==> config.mk <==
export PLATFORM = sky130hd
export DESIGN_NAME = nac_ctrl
export DESIGN_NICKNAME = d
export VERILOG_FILES = /design/src/inc/nac_pkg.sv /design/src/design/nac_ctrl.sv
export VERILOG_INCLUDE_DIRS = /design/src /design/src/inc
export SDC_FILE = /design/constraint.sdc
export NUM_CORES = 1
export LEC_CHECK = 0
export BUFFER_PORTS_ARGS = -buffer_cell sky130_fd_sc_hd__buf_2
export CORE_MARGIN = 4
export CORE_UTILIZATION = 25
export CTS_CLUSTER_DIAMETER = 60
export DETAILED_ROUTE_END_ITERATION = 8
export REMOVE_ABC_BUFFERS = 1
export SLEW_MARGIN = 20
export SYNTH_ARGS = -nofsm -noshare
export SYNTH_HDL_FRONTEND = slang
export SYNTH_SLANG_ARGS = --single-unit
export TNS_END_PERCENT = 20
==> constraint.sdc <==
create_clock -name pclk -period 2.15 [get_ports pclk]
set_input_delay 0.215 -clock pclk [delete_from_list [all_inputs] [get_ports pclk]]
set_output_delay 0.215 -clock pclk [all_outputs]
set_load 0.01 [all_outputs]
==> src/inc/nac_regs.svh <==
// Offsets, field positions, reset values and threshold counts of the network access control block.
// Assumes it is included by bare name wherever these constants are needed.
`ifndef NAC_REGS_SVH
`define NAC_REGS_SVH

// ----------------------------------------------------------------------------
// Register offsets
// ----------------------------------------------------------------------------
`define NAC_OFS_CTRL 12'h030
`define NAC_OFS_STAT 12'h034

// ----------------------------------------------------------------------------
// Field positions of the control register
// ----------------------------------------------------------------------------
`define NAC_FULL_FRAME_BIT 21
`define NAC_LVL_HI 15
`define NAC_LVL_LO 14
`define NAC_TX_RUN_BIT 13
`define NAC_COLLIDE_BIT 12
`define NAC_MODE_HI 11
`define NAC_MODE_LO 10
`define NAC_GROUP_BIT 7
`define NAC_ANY_BIT 6
`define NAC_HOLD_BIT 5
`define NAC_ERRPASS_BIT 3
`define NAC_RX_RUN_BIT 1

// ----------------------------------------------------------------------------
// Reset value and writable-bit mask
// ----------------------------------------------------------------------------
`define NAC_CTRL_RESET 32'h0000_0040
`define NAC_CTRL_MASK 32'h0020_FCEA

// ----------------------------------------------------------------------------
// Start thresholds in bytes at 100 and 10 Mbps
// ----------------------------------------------------------------------------
`define NAC_THR100_0 11'h080
`define NAC_THR100_1 11'h100
`define NAC_THR100_2 11'h200
`define NAC_THR100_3 11'h400
`define NAC_THR10_0 11'h048
`define NAC_THR10_1 11'h060
`define NAC_THR10_2 11'h080
`define NAC_THR10_3 11'h0A0

`endif

==> src/inc/nac_pkg.sv <==
// Types shared by the network access control block.
// Assumes the constants header is compiled alongside it.
package nac_pkg;

  // ----------------------------------------------------------------------------
  // Operating mode codes
  // ----------------------------------------------------------------------------
  typedef enum logic [1:0] {
    NAC_MODE_NORMAL = 2'h0,
    NAC_MODE_MAC_LOOP = 2'h1,
    NAC_MODE_RSVD2 = 2'h2,
    NAC_MODE_RSVD3 = 2'h3
  } nac_mode_e;

  // ----------------------------------------------------------------------------
  // Processor states
  // ----------------------------------------------------------------------------
  typedef enum logic [2:0] {
    NAC_TX_STOP = 3'h1,
    NAC_TX_WAIT = 3'h2,
    NAC_TX_SEND = 3'h4
  } nac_tx_state_e;

  typedef enum logic [3:0] {
    NAC_RX_STOP = 4'h1,
    NAC_RX_RUN = 4'h2,
    NAC_RX_SUSP = 4'h4,
    NAC_RX_DRAIN = 4'h8
  } nac_rx_state_e;

  // ----------------------------------------------------------------------------
  // Received frame summary, valid with its end strobe
  // ----------------------------------------------------------------------------
  typedef struct packed {
    logic addr_match;
    logic multicast;
    logic bad;
    logic pause;
    logic wakeup;
  } nac_rx_info_s;

endpackage : nac_pkg

==> src/design/nac_ctrl.sv <==
// Network access control register with the MAC behaviour it governs.
// Assumes an APB master on pclk, MAC datapath logic on the same clock and a carrier pin from the PHY.
`timescale 1ns/1ps
`include "nac_regs.svh"

module nac_ctrl #(
  parameter int BACKOFF_W = 10,
  parameter int LEVEL_W = 11
) (
  input wire logic pclk,
  input wire logic presetn,
  input wire logic psel,
  input wire logic penable,
  input wire logic pwrite,
  input wire logic [11:0] paddr,
  input wire logic [31:0] pwdata,
  output logic [31:0] prdata,
  output logic pready,
  output logic pslverr,
  input wire logic speed_100,
  input wire logic [LEVEL_W-1:0] tx_fifo_bytes,
  input wire logic tx_whole_frame,
  input wire logic tx_frame_done,
  output logic tx_start,
  output logic tx_active,
  output logic collision_force,
  output logic mac_loopback,
  input wire logic carrier_pin,
  input wire logic backoff_load,
  input wire logic [BACKOFF_W-1:0] backoff_slots,
  input wire logic slot_tick,
  output logic backoff_done,
  input wire logic rx_busy,
  input wire logic rx_suspend,
  input wire logic rx_resume,
  input wire logic rx_frame_end,
  input wire nac_pkg::nac_rx_info_s rx_info,
  input wire logic pause_enable,
  input wire logic wakeup_enable,
  output logic rx_accept,
  output logic rx_discard,
  output logic rx_running
);

  // ----------------------------------------------------------------------------
  // Declarations
  // ----------------------------------------------------------------------------
  logic [31:0] ctrl;
  logic [31:0] next_ctrl;
  logic wr_ctrl;
  logic rd_hit;
  logic [31:0] stat;
  logic carrier_meta;
  logic carrier_sync;
  logic [BACKOFF_W-1:0] backoff_cnt;
  logic backoff_busy;
  logic [LEVEL_W-1:0] tx_level;
  logic tx_ready;
  logic rx_keep;
  nac_pkg::nac_tx_state_e tx_state;
  nac_pkg::nac_tx_state_e next_tx_state;
  nac_pkg::nac_rx_state_e rx_state;
  nac_pkg::nac_rx_state_e next_rx_state;
  nac_pkg::nac_mode_e mode;

  // Maps the level select and speed onto a start threshold in bytes.
  function automatic logic [10:0] nac_threshold(input logic [1:0] sel, input logic fast);
    logic [10:0] thr;
    thr = 11'h000;
    unique case (sel)
      2'h0: thr = fast ? `NAC_THR100_0 : `NAC_THR10_0;
      2'h1: thr = fast ? `NAC_THR100_1 : `NAC_THR10_1;
      2'h2: thr = fast ? `NAC_THR100_2 : `NAC_THR10_2;
      2'h3: thr = fast ? `NAC_THR100_3 : `NAC_THR10_3;
    endcase
    return thr;
  endfunction : nac_threshold

  // ----------------------------------------------------------------------------
  // APB slave
  // ----------------------------------------------------------------------------

  // Every access completes in its first access cycle; unmapped offsets answer with an error.
  assign pready = 1'b1;
  assign rd_hit = (paddr == `NAC_OFS_CTRL) || (paddr == `NAC_OFS_STAT);
  assign pslverr = psel && penable && !rd_hit;
  assign wr_ctrl = psel && penable && pwrite && (paddr == `NAC_OFS_CTRL);

  // Status word shows both processor states and the back-off activity.
  assign stat = {24'h000000, backoff_busy, rx_state, tx_state};

  // Next control value; only implemented bits take a write.
  always_comb begin
    next_ctrl = ctrl;
    if (wr_ctrl) begin
      next_ctrl = pwdata & `NAC_CTRL_MASK;
    end
  end

  // Control register.
  always_ff @(posedge pclk or negedge presetn) begin
    if (!presetn) begin
      ctrl <= `NAC_CTRL_RESET;
    end else begin
      ctrl <= next_ctrl;
    end
  end

  // Read data is registered in the setup cycle so it is stable in the access phase.
  always_ff @(posedge pclk or negedge presetn) begin
    if (!presetn) begin
      prdata <= 32'h0000_0000;
    end else if (psel && !penable && !pwrite) begin
      if (paddr == `NAC_OFS_CTRL) begin
        prdata <= ctrl & `NAC_CTRL_MASK;
      end else if (paddr == `NAC_OFS_STAT) begin
        prdata <= stat;
      end else begin
        prdata <= 32'h0000_0000;
      end
    end
  end

  // ----------------------------------------------------------------------------
  // Mode and test controls
  // ----------------------------------------------------------------------------

  // Reserved mode codes fall back to normal operation; the transceiver loop-back setting is not consulted.
  assign mode = nac_pkg::nac_mode_e'(next_ctrl[`NAC_MODE_HI:`NAC_MODE_LO]);

  // With the collide bit set, a forced collision is raised for the whole of every transmission.
  // Both outputs come from next values, so they change at the same edge as the register and the state.
  always_ff @(posedge pclk or negedge presetn) begin
    if (!presetn) begin
      mac_loopback <= 1'b0;
      collision_force <= 1'b0;
    end else begin
      mac_loopback <= (mode == nac_pkg::NAC_MODE_MAC_LOOP);
      collision_force <= next_ctrl[`NAC_COLLIDE_BIT] && (next_tx_state == nac_pkg::NAC_TX_SEND);
    end
  end

  // ----------------------------------------------------------------------------
  // Transmit start control
  // ----------------------------------------------------------------------------

  // Start condition: a whole frame in full-frame mode, otherwise the selected level or a whole frame.
  assign tx_level = LEVEL_W'(nac_threshold(ctrl[`NAC_LVL_HI:`NAC_LVL_LO], speed_100));
  assign tx_ready = ctrl[`NAC_FULL_FRAME_BIT] ? tx_whole_frame :
                    (tx_fifo_bytes >= tx_level) || tx_whole_frame;

  // Transmit processor next state; a frame in flight always completes before stopping.
  always_comb begin
    next_tx_state = tx_state;
    unique case (tx_state)
      nac_pkg::NAC_TX_STOP: begin
        if (ctrl[`NAC_TX_RUN_BIT]) begin
          next_tx_state = nac_pkg::NAC_TX_WAIT;
        end
      end
      nac_pkg::NAC_TX_WAIT: begin
        if (!ctrl[`NAC_TX_RUN_BIT]) begin
          next_tx_state = nac_pkg::NAC_TX_STOP;
        end else if (tx_ready) begin
          next_tx_state = nac_pkg::NAC_TX_SEND;
        end
      end
      nac_pkg::NAC_TX_SEND: begin
        if (tx_frame_done) begin
          next_tx_state = ctrl[`NAC_TX_RUN_BIT] ? nac_pkg::NAC_TX_WAIT : nac_pkg::NAC_TX_STOP;
        end
      end
      default: next_tx_state = nac_pkg::NAC_TX_STOP;
    endcase
  end

  // Transmit state register.
  always_ff @(posedge pclk or negedge presetn) begin
    if (!presetn) begin
      tx_state <= nac_pkg::NAC_TX_STOP;
    end else begin
      tx_state <= next_tx_state;
    end
  end

  // Start pulse is registered on the move into sending.
  always_ff @(posedge pclk or negedge presetn) begin
    if (!presetn) begin
      tx_start <= 1'b0;
    end else begin
      tx_start <= (tx_state == nac_pkg::NAC_TX_WAIT) && (next_tx_state == nac_pkg::NAC_TX_SEND);
    end
  end

  // Sending flag is registered from the next state, so it rises together with the start pulse.
  always_ff @(posedge pclk or negedge presetn) begin
    if (!presetn) begin
      tx_active <= 1'b0;
    end else begin
      tx_active <= (next_tx_state == nac_pkg::NAC_TX_SEND);
    end
  end

  // ----------------------------------------------------------------------------
  // Back-off counter
  // ----------------------------------------------------------------------------

  // Carrier comes from the PHY and is synchronised before use.
  always_ff @(posedge pclk or negedge presetn) begin
    if (!presetn) begin
      carrier_meta <= 1'b0;
      carrier_sync <= 1'b0;
    end else begin
      carrier_meta <= carrier_pin;
      carrier_sync <= carrier_meta;
    end
  end

  // Counts slot ticks down to zero; with hold set, carrier freezes the count.
  always_ff @(posedge pclk or negedge presetn) begin
    if (!presetn) begin
      backoff_cnt <= '0;
      backoff_busy <= 1'b0;
      backoff_done <= 1'b0;
    end else begin
      backoff_done <= 1'b0;
      if (backoff_load) begin
        backoff_cnt <= backoff_slots;
        backoff_busy <= 1'b1;
      end else if (backoff_busy && slot_tick && !(ctrl[`NAC_HOLD_BIT] && carrier_sync)) begin
        if (backoff_cnt == '0) begin
          backoff_busy <= 1'b0;
          backoff_done <= 1'b1;
        end else begin
          backoff_cnt <= backoff_cnt - 1'b1;
        end
      end
    end
  end

  // ----------------------------------------------------------------------------
  // Receive processor
  // ----------------------------------------------------------------------------

  // Receive next state; a clear only acts from running or suspended and lets the frame finish.
  always_comb begin
    next_rx_state = rx_state;
    unique case (rx_state)
      nac_pkg::NAC_RX_STOP: begin
        if (ctrl[`NAC_RX_RUN_BIT]) begin
          next_rx_state = nac_pkg::NAC_RX_RUN;
        end
      end
      nac_pkg::NAC_RX_RUN: begin
        if (!ctrl[`NAC_RX_RUN_BIT]) begin
          next_rx_state = (rx_busy && !rx_frame_end) ? nac_pkg::NAC_RX_DRAIN : nac_pkg::NAC_RX_STOP;
        end else if (rx_suspend) begin
          next_rx_state = nac_pkg::NAC_RX_SUSP;
        end
      end
      nac_pkg::NAC_RX_SUSP: begin
        if (!ctrl[`NAC_RX_RUN_BIT]) begin
          next_rx_state = (rx_busy && !rx_frame_end) ? nac_pkg::NAC_RX_DRAIN : nac_pkg::NAC_RX_STOP;
        end else if (rx_resume) begin
          next_rx_state = nac_pkg::NAC_RX_RUN;
        end
      end
      nac_pkg::NAC_RX_DRAIN: begin
        if (rx_frame_end || !rx_busy) begin
          next_rx_state = nac_pkg::NAC_RX_STOP;
        end
      end
      default: next_rx_state = nac_pkg::NAC_RX_STOP;
    endcase
  end

  // Receive state register.
  always_ff @(posedge pclk or negedge presetn) begin
    if (!presetn) begin
      rx_state <= nac_pkg::NAC_RX_STOP;
    end else begin
      rx_state <= next_rx_state;
    end
  end

  // Running flag is registered from the next state, so it follows the state register exactly.
  always_ff @(posedge pclk or negedge presetn) begin
    if (!presetn) begin
      rx_running <= 1'b0;
    end else begin
      rx_running <= (next_rx_state != nac_pkg::NAC_RX_STOP);
    end
  end

  // ----------------------------------------------------------------------------
  // Receive filter
  // ----------------------------------------------------------------------------

  // Decides acceptance of a finished frame from the filter bits and the processor state.
  always_comb begin
    rx_keep = 1'b0;
    if (rx_info.pause && pause_enable) begin
      rx_keep = 1'b1;
    end else if (rx_info.wakeup && wakeup_enable) begin
      rx_keep = 1'b1;
    end else if (rx_state == nac_pkg::NAC_RX_RUN || rx_state == nac_pkg::NAC_RX_DRAIN) begin
      if (rx_info.bad && !ctrl[`NAC_ERRPASS_BIT]) begin
        rx_keep = 1'b0;
      end else if (ctrl[`NAC_ANY_BIT]) begin
        rx_keep = 1'b1;
      end else if (rx_info.multicast && ctrl[`NAC_GROUP_BIT]) begin
        rx_keep = 1'b1;
      end else begin
        rx_keep = rx_info.addr_match;
      end
    end
  end

  // Verdict pulses follow the frame end strobe by one cycle.
  always_ff @(posedge pclk or negedge presetn) begin
    if (!presetn) begin
      rx_accept <= 1'b0;
      rx_discard <= 1'b0;
    end else begin
      rx_accept <= rx_frame_end && rx_keep;
      rx_discard <= rx_frame_end && !rx_keep;
    end
  end

endmodule : nac_ctrl

# Word level (Yosys, flattened, before mapping)
# Index checks and enable logic that the tools add are counted.
[totals]
register_bits = 72
output_inout_bits = 42
elab_cells = 109
[op_classes]
addsub = 1
magnitude_cmp = 1
n_eq_ne = 16
mux = 38
reduce_logical = 36
[op_table]
columns = ["op", "n"]
rows = [
  ["$pmux W11 S4", 1],
  ["$mux W10", 4],
  ["$mux W4", 7],
  ["$eq A12 B6 Y1 const B", 2],
  ["$mux W22", 1],
  ["$logic_and A1 B1 Y1", 18],
  ["$mux W8", 2],
  ["$pmux W4 S4", 1],
  ["$mux W1", 13],
  ["$mux W13", 1],
  ["$mux W3", 4],
  ["$ge A11 B11 Y1", 1],
  ["$mux W11", 1],
  ["$logic_not A10 Y1", 1],
  ["$sub A10 B1 Y10 const B", 1],
  ["$mux W9", 1],
  ["$pmux W3 S3", 1],
  ["$logic_not A1 Y1", 8],
  ["$eq A3 B3 Y1 const B", 2],
  ["$eq A2 B1 Y1 const B", 2],
  ["$eq A2 B2 Y1 const B", 2],
  ["$eq A4 B1 Y1 const B", 1],
  ["$eq A4 B2 Y1 const B", 1],
  ["$eq A4 B3 Y1 const B", 1],
  ["other kinds (10)", 15],
]

# Logic depth before layout (Yosys ltp)
# Gate-level depths: netlist (run 1).
[logic_depth]
ltp_word = 10
ltp_mapped = 7
ltp_nobuf = 7

# Least setup slack after synthesis (run 1)
# OpenSTA, ideal clock, no wires.
[synth_path]
kind = "reg-to-reg"
startpoint = "register backoff_cnt[4]"
endpoint = "register backoff_cnt[8]"
setup_time_ns = 0.082
arrival_time_ns = 1.966
setup_slack_ns = 0.102
stages_incl_launch_ff = 5
path_buffers = 0
synth_period_minus_slack_ns = 2.048
path_cell_list = "dfrtp_1 > or4_4 > or4_1 > or4_1 > a31oi_1"
[synth_via]
elab_chain_cells = 4
[synth_rtl]
columns = ["item", "line_no", "source"]
rows = [
  ["start, declared", "nac_ctrl.sv:55", "logic [BACKOFF_W-1:0] backoff_cnt;"],
  ["start signal, assigned", "nac_ctrl.sv:228", "backoff_cnt <= backoff_slots;"],
  ["start signal, assigned", "nac_ctrl.sv:235", "backoff_cnt <= backoff_cnt - 1'b1;"],
  ["$sub A10 B1 Y10", "nac_ctrl.sv:235", ""],
  ["$mux W10", "nac_ctrl.sv:231", "if (backoff_cnt == '0) begin"],
  ["$mux W10", "nac_ctrl.sv:230", "end else if (backoff_busy && slot_tick && !(ctrl[`NAC_HOLD_BIT] && carrier_sync)) begin"],
  ["$mux W10", "nac_ctrl.sv:227", "if (backoff_load) begin"],
]
# Parallel ways exist; a longest one is shown, timed or not. The select of a mux whose other input is x is not followed.
# A chain may end at the register's enable or synchronous reset.

# Worst setup path in the final report (run 1)
[layout_path]
startpoint = "register backoff_cnt[3]"
endpoint = "register backoff_cnt[8]"
# Same word-level chain as after synthesis.

==> results of run 1 <==
## worst paths after layout
path                           startpoint        endpoint  slack (ns)  cells after the start
setup / recovery           backoff_cnt[3]  backoff_cnt[8]        0.02                      4
min in group asynchronous         presetn    backoff_done        0.42                      2
hold reg to reg              carrier_meta    carrier_sync        0.36                      0
max in group asynchronous         presetn         ctrl[6]        1.10                      3
hold / removal                carrier_pin    carrier_meta        0.03                      1
setup reg to reg           backoff_cnt[3]  backoff_cnt[8]        0.02                      4
## power groups by stage
stage / combinational [mW] / clock, mW / sequential [mW]
after floorplan: 0.111 / 0 / 1.09
final: 0.257 / 0.847 / 1.07
after global routing: 0.296 / 0.916 / 1.08
after detailed placement: 0.253 / 0 / 1.09
after CTS: 0.256 / 0.886 / 1.07
after global placement: 0.245 / 0 / 1.09
## per-layer routing
layer / routed length [um] / up-vias
li1: - / 1245
met5: 0 / -
met2: 3850 / 68
met3: 440 / 4
met4: 79 / 0
met1: 3430 / 1222
## cell families (layout without fill, tap and decap cells)
kind of cell / after synthesis / count (layout) / share of synthesized area [%]
flops: 55 / 55 / 47.0
mux: 18 / 18 / 6.64
fa+ha+maj: 8 / 8 / 3.41
simple gates: 113 / 113 / 20.9
buf+inv: 42 / 128 / 7.67
compound gates: 59 / 59 / 13.8
other cells: 2 / 18 / 0.256
xor+xnor: 1 / 1 / 0.298
## repair_timing
action	CTS	global route
buffers inserted	0	2
endpoints found under the hold margin	18	0
hold buffers	1	0
resized for setup	0	1
setup endpoints to repair	0	1
## state kept, by name (all words and copies together) (netlist names)
| signal | count |
|---|---|
| prdata | 15 |
| ctrl | 12 |
| backoff_cnt | 10 |
| rx_state | 4 |
| tx_state | 3 |
| backoff_busy | 1 |
| backoff_done | 1 |
| carrier_meta | 1 |
| carrier_sync | 1 |
| collision_force | 1 |
| mac_loopback | 1 |
| rx_accept | 1 |
| rx_discard | 1 |
| rx_running | 1 |
| tx_active | 1 |
| tx_start | 1 |
## cell usage in the layout (no fill, tap or decap), types with 3 or more instances in the layout
master,count
nor4_1,4
mux2i_1,6
a31oi_1,9
a211o_1,4
nand3b_1,4
conb_1,18
ha_1,8
nand3_1,10
inv_1,15
mux2_2,12
o21ai_0,15
buf_2,90
and3_1,4
a21oi_1,8
nor2b_1,7
nor4b_1,3
a22o_1,7
dfrtp_1,52
nand2_1,25
dfstp_2,3
buf_4,13
nor3_1,7
nor2_1,21
or4_1,3
nand2b_1,5
and2_1,3
clkbuf_16,5
nand4_1,3
## cell type report
class	instances	area (um2)
well taps	143	179
flip-flops and latches	55	1380
repair buffers	105	578
clock inverters	3	25.0
clock buffers	5	125
fillers	1171	7730
multi-input cells	217	1400
inverters	15	56.3
## through the flow
| stage | instance area (um2) | setup slack [ns] | instances | utilization, % |
|---|---|---|---|---|
| floorplan | 2830 | 0.102 | 287 | - |
| global placement | 3560 | 0.0632 | 532 | 31.1 |
| detailed placement | 3560 | 0.0443 | 532 | 31.1 |
| CTS | 3720 | 0.00993 | 541 | 32.4 |
| global route | 3740 | -0.0399 | 543 | 32.6 |
| finish | 3740 | 0.0236 | 543 | 32.6 |
==> flow_summary_export.csv, run 1 <==
group,metric,value,unit
run_status,outcome,"completed",
global_route,grt_max_degree,38,
layout,diodes,0,
pwr,p_clk_share,38.9,%
job,drv_cap,0,
route,routed_via_density,4.68,
global_route,grt_first_pass_wirelength,12.3,mm
global_route,use_met1,15.5,%
cts,clock-root-buffer,"clkbuf_16",
cts,clock_latency,0.29,ns
worst_setup_path,critical_path_class,"flop to flop",
layout,layout.nets,494,
layout,area_delta_synth_final,27.3,%
cts,htree_levels,2,
sta,fmax,470,MHz
synthesis,synth_cells,298,
sta,post-route-min-period,2.13,ns
global_route,use_met3,1.97,%
sta,tns,0,ns
synthesis,yosys_warnings,0,
pwr,p_int,1.62,mW
synthesis,netlist_area,2940,um2
worst_setup_path,worst_setup_path_start_kind,"flop",
worst_setup_path,arrival,2.34,ns
pwr,pwr-share-seq,49.3,%
worst_setup_path,critPathTopFamily,"simple AND/OR/NAND/NOR gates",
synthesis,yosys-top-cells-area,"dfrtp_1, buf_4, mux2_2, ha_1, nand2_1",
place,dp_hpwl,6.10,mm
sta,hold_viol_final,0,
global_route,grt_use_total,11.4,%
place,gp_congestion,0.839,
global_route,grt_pass1_vias,2469,
route,ant_nets,0,
route,wirelength,7.81,mm
cts,cts.sinks,55,
worst_setup_path,path_cells,"or4_4 -> or4_4 -> or4_1 -> a31oi_1",
sta,slew-limit-headroom,59.3,%
cts,clkTransAtPathRegs,0.08,ns
worst_setup_path,crit_top_cell,"or4_4",
synthesis,synthFlopType,"dfrtp_1",
pwr,finalPower,2.18,mW
worst_setup_path,slowest_stage,"or4_4",
route,vias,2539,
floorplanning,die_x,116,um
global_route,gr-total-overflow,0,
route,first_iter_violations,87,
floorplanning,initial_core_util,25.6,%
route,drc,0,
synthesis,ys_async_sr_fraction,100,%
sta,finalCritPeriodShare,98.9,%
worst_setup_path,critPathMaxFanout,3,
layout,drive_gt1_share,34.0,%
sta,drv_slew,0,
worst_setup_path,critPathCaptureType,"flop",
cts,cts_tree,"yes",
floorplanning,core,11500,um2
pwr,max-vdd-ir-drop,322,uV
sta,whs,0.0311,ns
sta,worstMarginPinSlew,0.609,ns
pwr,p_sw_share,25.8,%
cts,clk_path_buf_depth,2,
floorplanning,fp.dieH,116,um
worst_setup_path,cp.required,2.37,ns
pwr,p_leak,1.87,nW
worst_hold_path,hold_path.class,"input pin to flop",
synthesis,yosysMostFrequentCell,"dfrtp_1",
sta,rsz0062_at_grt,"yes",
floorplanning,rows,39,
synthesis,synth-seq-area-share,47.0,%
route,routedWlPerCell,14.4,um
pwr,pwr-share-comb,11.8,%
synthesis,synth.avg_cell_area,9.86,um2
synthesis,ys_ff_latch,55,
cts,numCtsBuffers,5,
place,portBuffers,90,
pwr,power.switching,0.562,mW
floorplanning,boundaryPins,129,
synthesis,synth_edf_count,0,
synthesis,synth_top_cell_area_share,44.3,%
route,drt-pass1-iter-count,4,
worst_setup_path,cp_slowest_stage_delay,0.55,ns
sta,fin_skew,0.00835,ns
global_route,busiest_layer,"met2",
floorplanning,die_area,13600,um2
global_route,antenna_found_initial,0,
synthesis,synth_top_area_cell,"dfrtp_1",
pwr,power_density,582,nW/um2
sta,setup_violations,0,
worst_setup_path,cp_num_buf_inv,0,
synthesis,synth_top_cells_by_count,"dfrtp_1, nand2_1, nor2_1",
synthesis,synth.distinct_cells,50,
global_route,grt_use_met2,19.2,%
No activity file was read; power rests on OpenSTA's default activity.
==> run 2, diff against run 1 <==
--- a/config.mk
+++ b/config.mk
@@ -8,9 +8,10 @@
 export LEC_CHECK = 0
 export BUFFER_PORTS_ARGS = -buffer_cell sky130_fd_sc_hd__buf_2
 export CORE_MARGIN = 4
-export CORE_UTILIZATION = 25
+export CORE_UTILIZATION = 40
 export CTS_CLUSTER_DIAMETER = 60
 export DETAILED_ROUTE_END_ITERATION = 8
+export PLACE_DENSITY = 0.72
 export REMOVE_ABC_BUFFERS = 1
 export SLEW_MARGIN = 20
 export SYNTH_ARGS = -nofsm -noshare
==> run 2 against run 1 <==
- worst hold slack better by 0.093 ns
- sequential power is essentially flat
- count of clock-buffer cells in the layout increased by 1
- largest cell class unchanged
- critical path type unchanged
- highest routed layer unchanged
==> flow_summary_export.csv, run 2 (same netlist as run 1, synthesis figures left out) <==
group,metric,value,unit
run_status,outcome,"completed",
layout,diodes,0,
sta,finalCritPeriodShare,97.8,%
cts,clock-root-buffer,"clkbuf_8",
sta,drv_slew,0,
route,drc,0,
cts,clkTransAtPathRegs,0.10,ns
cts,clk_path_buf_depth,2,
sta,slew-limit-headroom,60.1,%
place,portBuffers,90,
sta,hold_viol_final,0,
layout,layout.nets,491,
cts,cts_tree,"yes",
worst_setup_path,worst_setup_path_start_kind,"flop",
route,vias,2493,
floorplanning,rows,30,
floorplanning,initial_core_util,42.1,%
floorplanning,boundaryPins,129,
floorplanning,fp.dieH,93.7,um
global_route,grt_use_total,15.5,%
layout,reg.largest.list,"prdata (15), ctrl (12), backoff_cnt (10)",
floorplanning,die_x,93.7,um
global_route,gr-total-overflow,0,
layout,largest_register,"prdata",
layout,final_cell_mix,"buf_2, dfrtp_1, nand2_1, nor2_1, conb_1",
sta,rsz0062_at_grt,"yes",
job,drv_cap,0,
route,drt-pass1-iter-count,4,
place,detailedPlace.worstSlack,0.0280,ns
sta,setup_violations,0,
cts,cts.sinks,55,
route,routed_via_density,5.06,
worst_setup_path,critPathMaxFanout,3,
sta,post-route-min-period,2.10,ns
floorplanning,die_area,8780,um2
global_route,antenna_found_initial,0,
pwr,max-vdd-ir-drop,354,uV
global_route,grt_first_pass_wirelength,10.9,mm
global_route,grt_max_degree,48,
sta,worstMarginPinSlew,0.598,ns
sta,fin_skew,0.0118,ns
floorplanning,core,6980,um2
worst_setup_path,arrival,2.33,ns
sta,tns,0,ns
layout,fin_util,52.2,%
route,first_iter_violations,96,
worst_setup_path,critical_path_class,"flop to flop",
global_route,grt_pass1_vias,2358,
layout,largest_reg_flops,15,
layout,drive_gt1_share,33.2,%
route,routedWlPerCell,14.0,um
worst_setup_path,critPathCaptureType,"flop",
cts,htree_levels,2,
place,dp_hpwl,5.37,mm
route,wirelength,6.91,mm
pwr,p_leak,1.85,nW
route,ant_nets,0,
sta,fmax,475,MHz
worst_setup_path,cp.required,2.38,ns
cts,numCtsBuffers,5,
place,gp_congestion,0.878,
pwr,power_density,583,nW/um2
layout,area_delta_synth_final,24.1,%
cts,clock_latency,0.30,ns
layout,layout_commonest_cell,"buf_2",
sta,setup_ws,0.0463,ns
worst_hold_path,hold_path.class,"input pin to flop",
run 2: cell count changes in the layout (fill, tap and decap cells not counted), sizes merged:
cell,previous run,this run
buf,104,100
bufinv,0,2
clkbuf,5,6
clkinvlp,1,0
dlygate4sd3,1,2
inv,17,15
run 2: path summary, 6_finish.rpt:
kind | startpoint | to | slack (ns) | depth (start not counted)
min reg2reg | carrier_meta | carrier_sync | 0.36 | 0
max in group asynchronous | presetn | rx_state[0] | 1.28 | 3
max reg2reg | backoff_cnt[6] | backoff_cnt[8] | 0.05 | 4
min in group asynchronous | presetn | backoff_cnt[5] | 0.29 | 2
max | backoff_cnt[6] | backoff_cnt[8] | 0.05 | 4
min | backoff_slots[6] | backoff_cnt[6] | 0.12 | 3
run 2: worst max-delay path, stage by stage (launching register included):
cell and delay, ns:
dfrtp_1 0.41, or4_4 0.53, or4_4 0.52, or4_1 0.40, a31oi_1 0.17
run 2: report_power, final:
| group | internal [mW] | total (mW) | leakage [nW] | switching [mW] |
|---|---|---|---|---|
| Clock | 0.466 | 0.801 | 0.0654 | 0.335 |
| Sequential | 1.06 | 1.07 | 0.723 | 0.0174 |
| Combinational | 0.114 | 0.251 | 1.06 | 0.137 |
run 2: layer usage:
metal	share of wire (%)	global-route usage (%)	wire length (um)
met3	6.4	3.37	444
met1	45	20.9	3100
met4	1.0	4.21	71
met2	48	25.1	3300
met5	0	0	0
run 2: area by class of cell:
class                      instances  area [um2]
clock buffer                       6        72.6
inverter                          15        56.3
timing repair buffer             102         558
fill                             660        3330
multi-input combinational        217        1400
sequential                        55        1380
tap                               96         120
clock inverter                     2        60.1
run 2: repair_timing:
action | in CTS | in global routing
endpoints found under the setup margin | 0 | 3
gates resized for setup | 0 | 2
setup buffers | 0 | 1
hold buffers | 2 | 0
endpoints found under the hold margin | 9 | 0
run 2: per-stage QoR:
| stage | cell area, um2 | instances | hold WS (ns) | power [mW] |
|---|---|---|---|---|
| floorplan | 2830 | 287 | -0.0806 | 1.21 |
| global placement | 3480 | 482 | 0.0888 | 1.33 |
| detailed placement | 3480 | 482 | 0.0900 | 1.34 |
| CTS | 3630 | 492 | 0.116 | 2.14 |
| global route | 3650 | 493 | 0.123 | 2.22 |
| finish | 3650 | 493 | 0.124 | 2.13 |
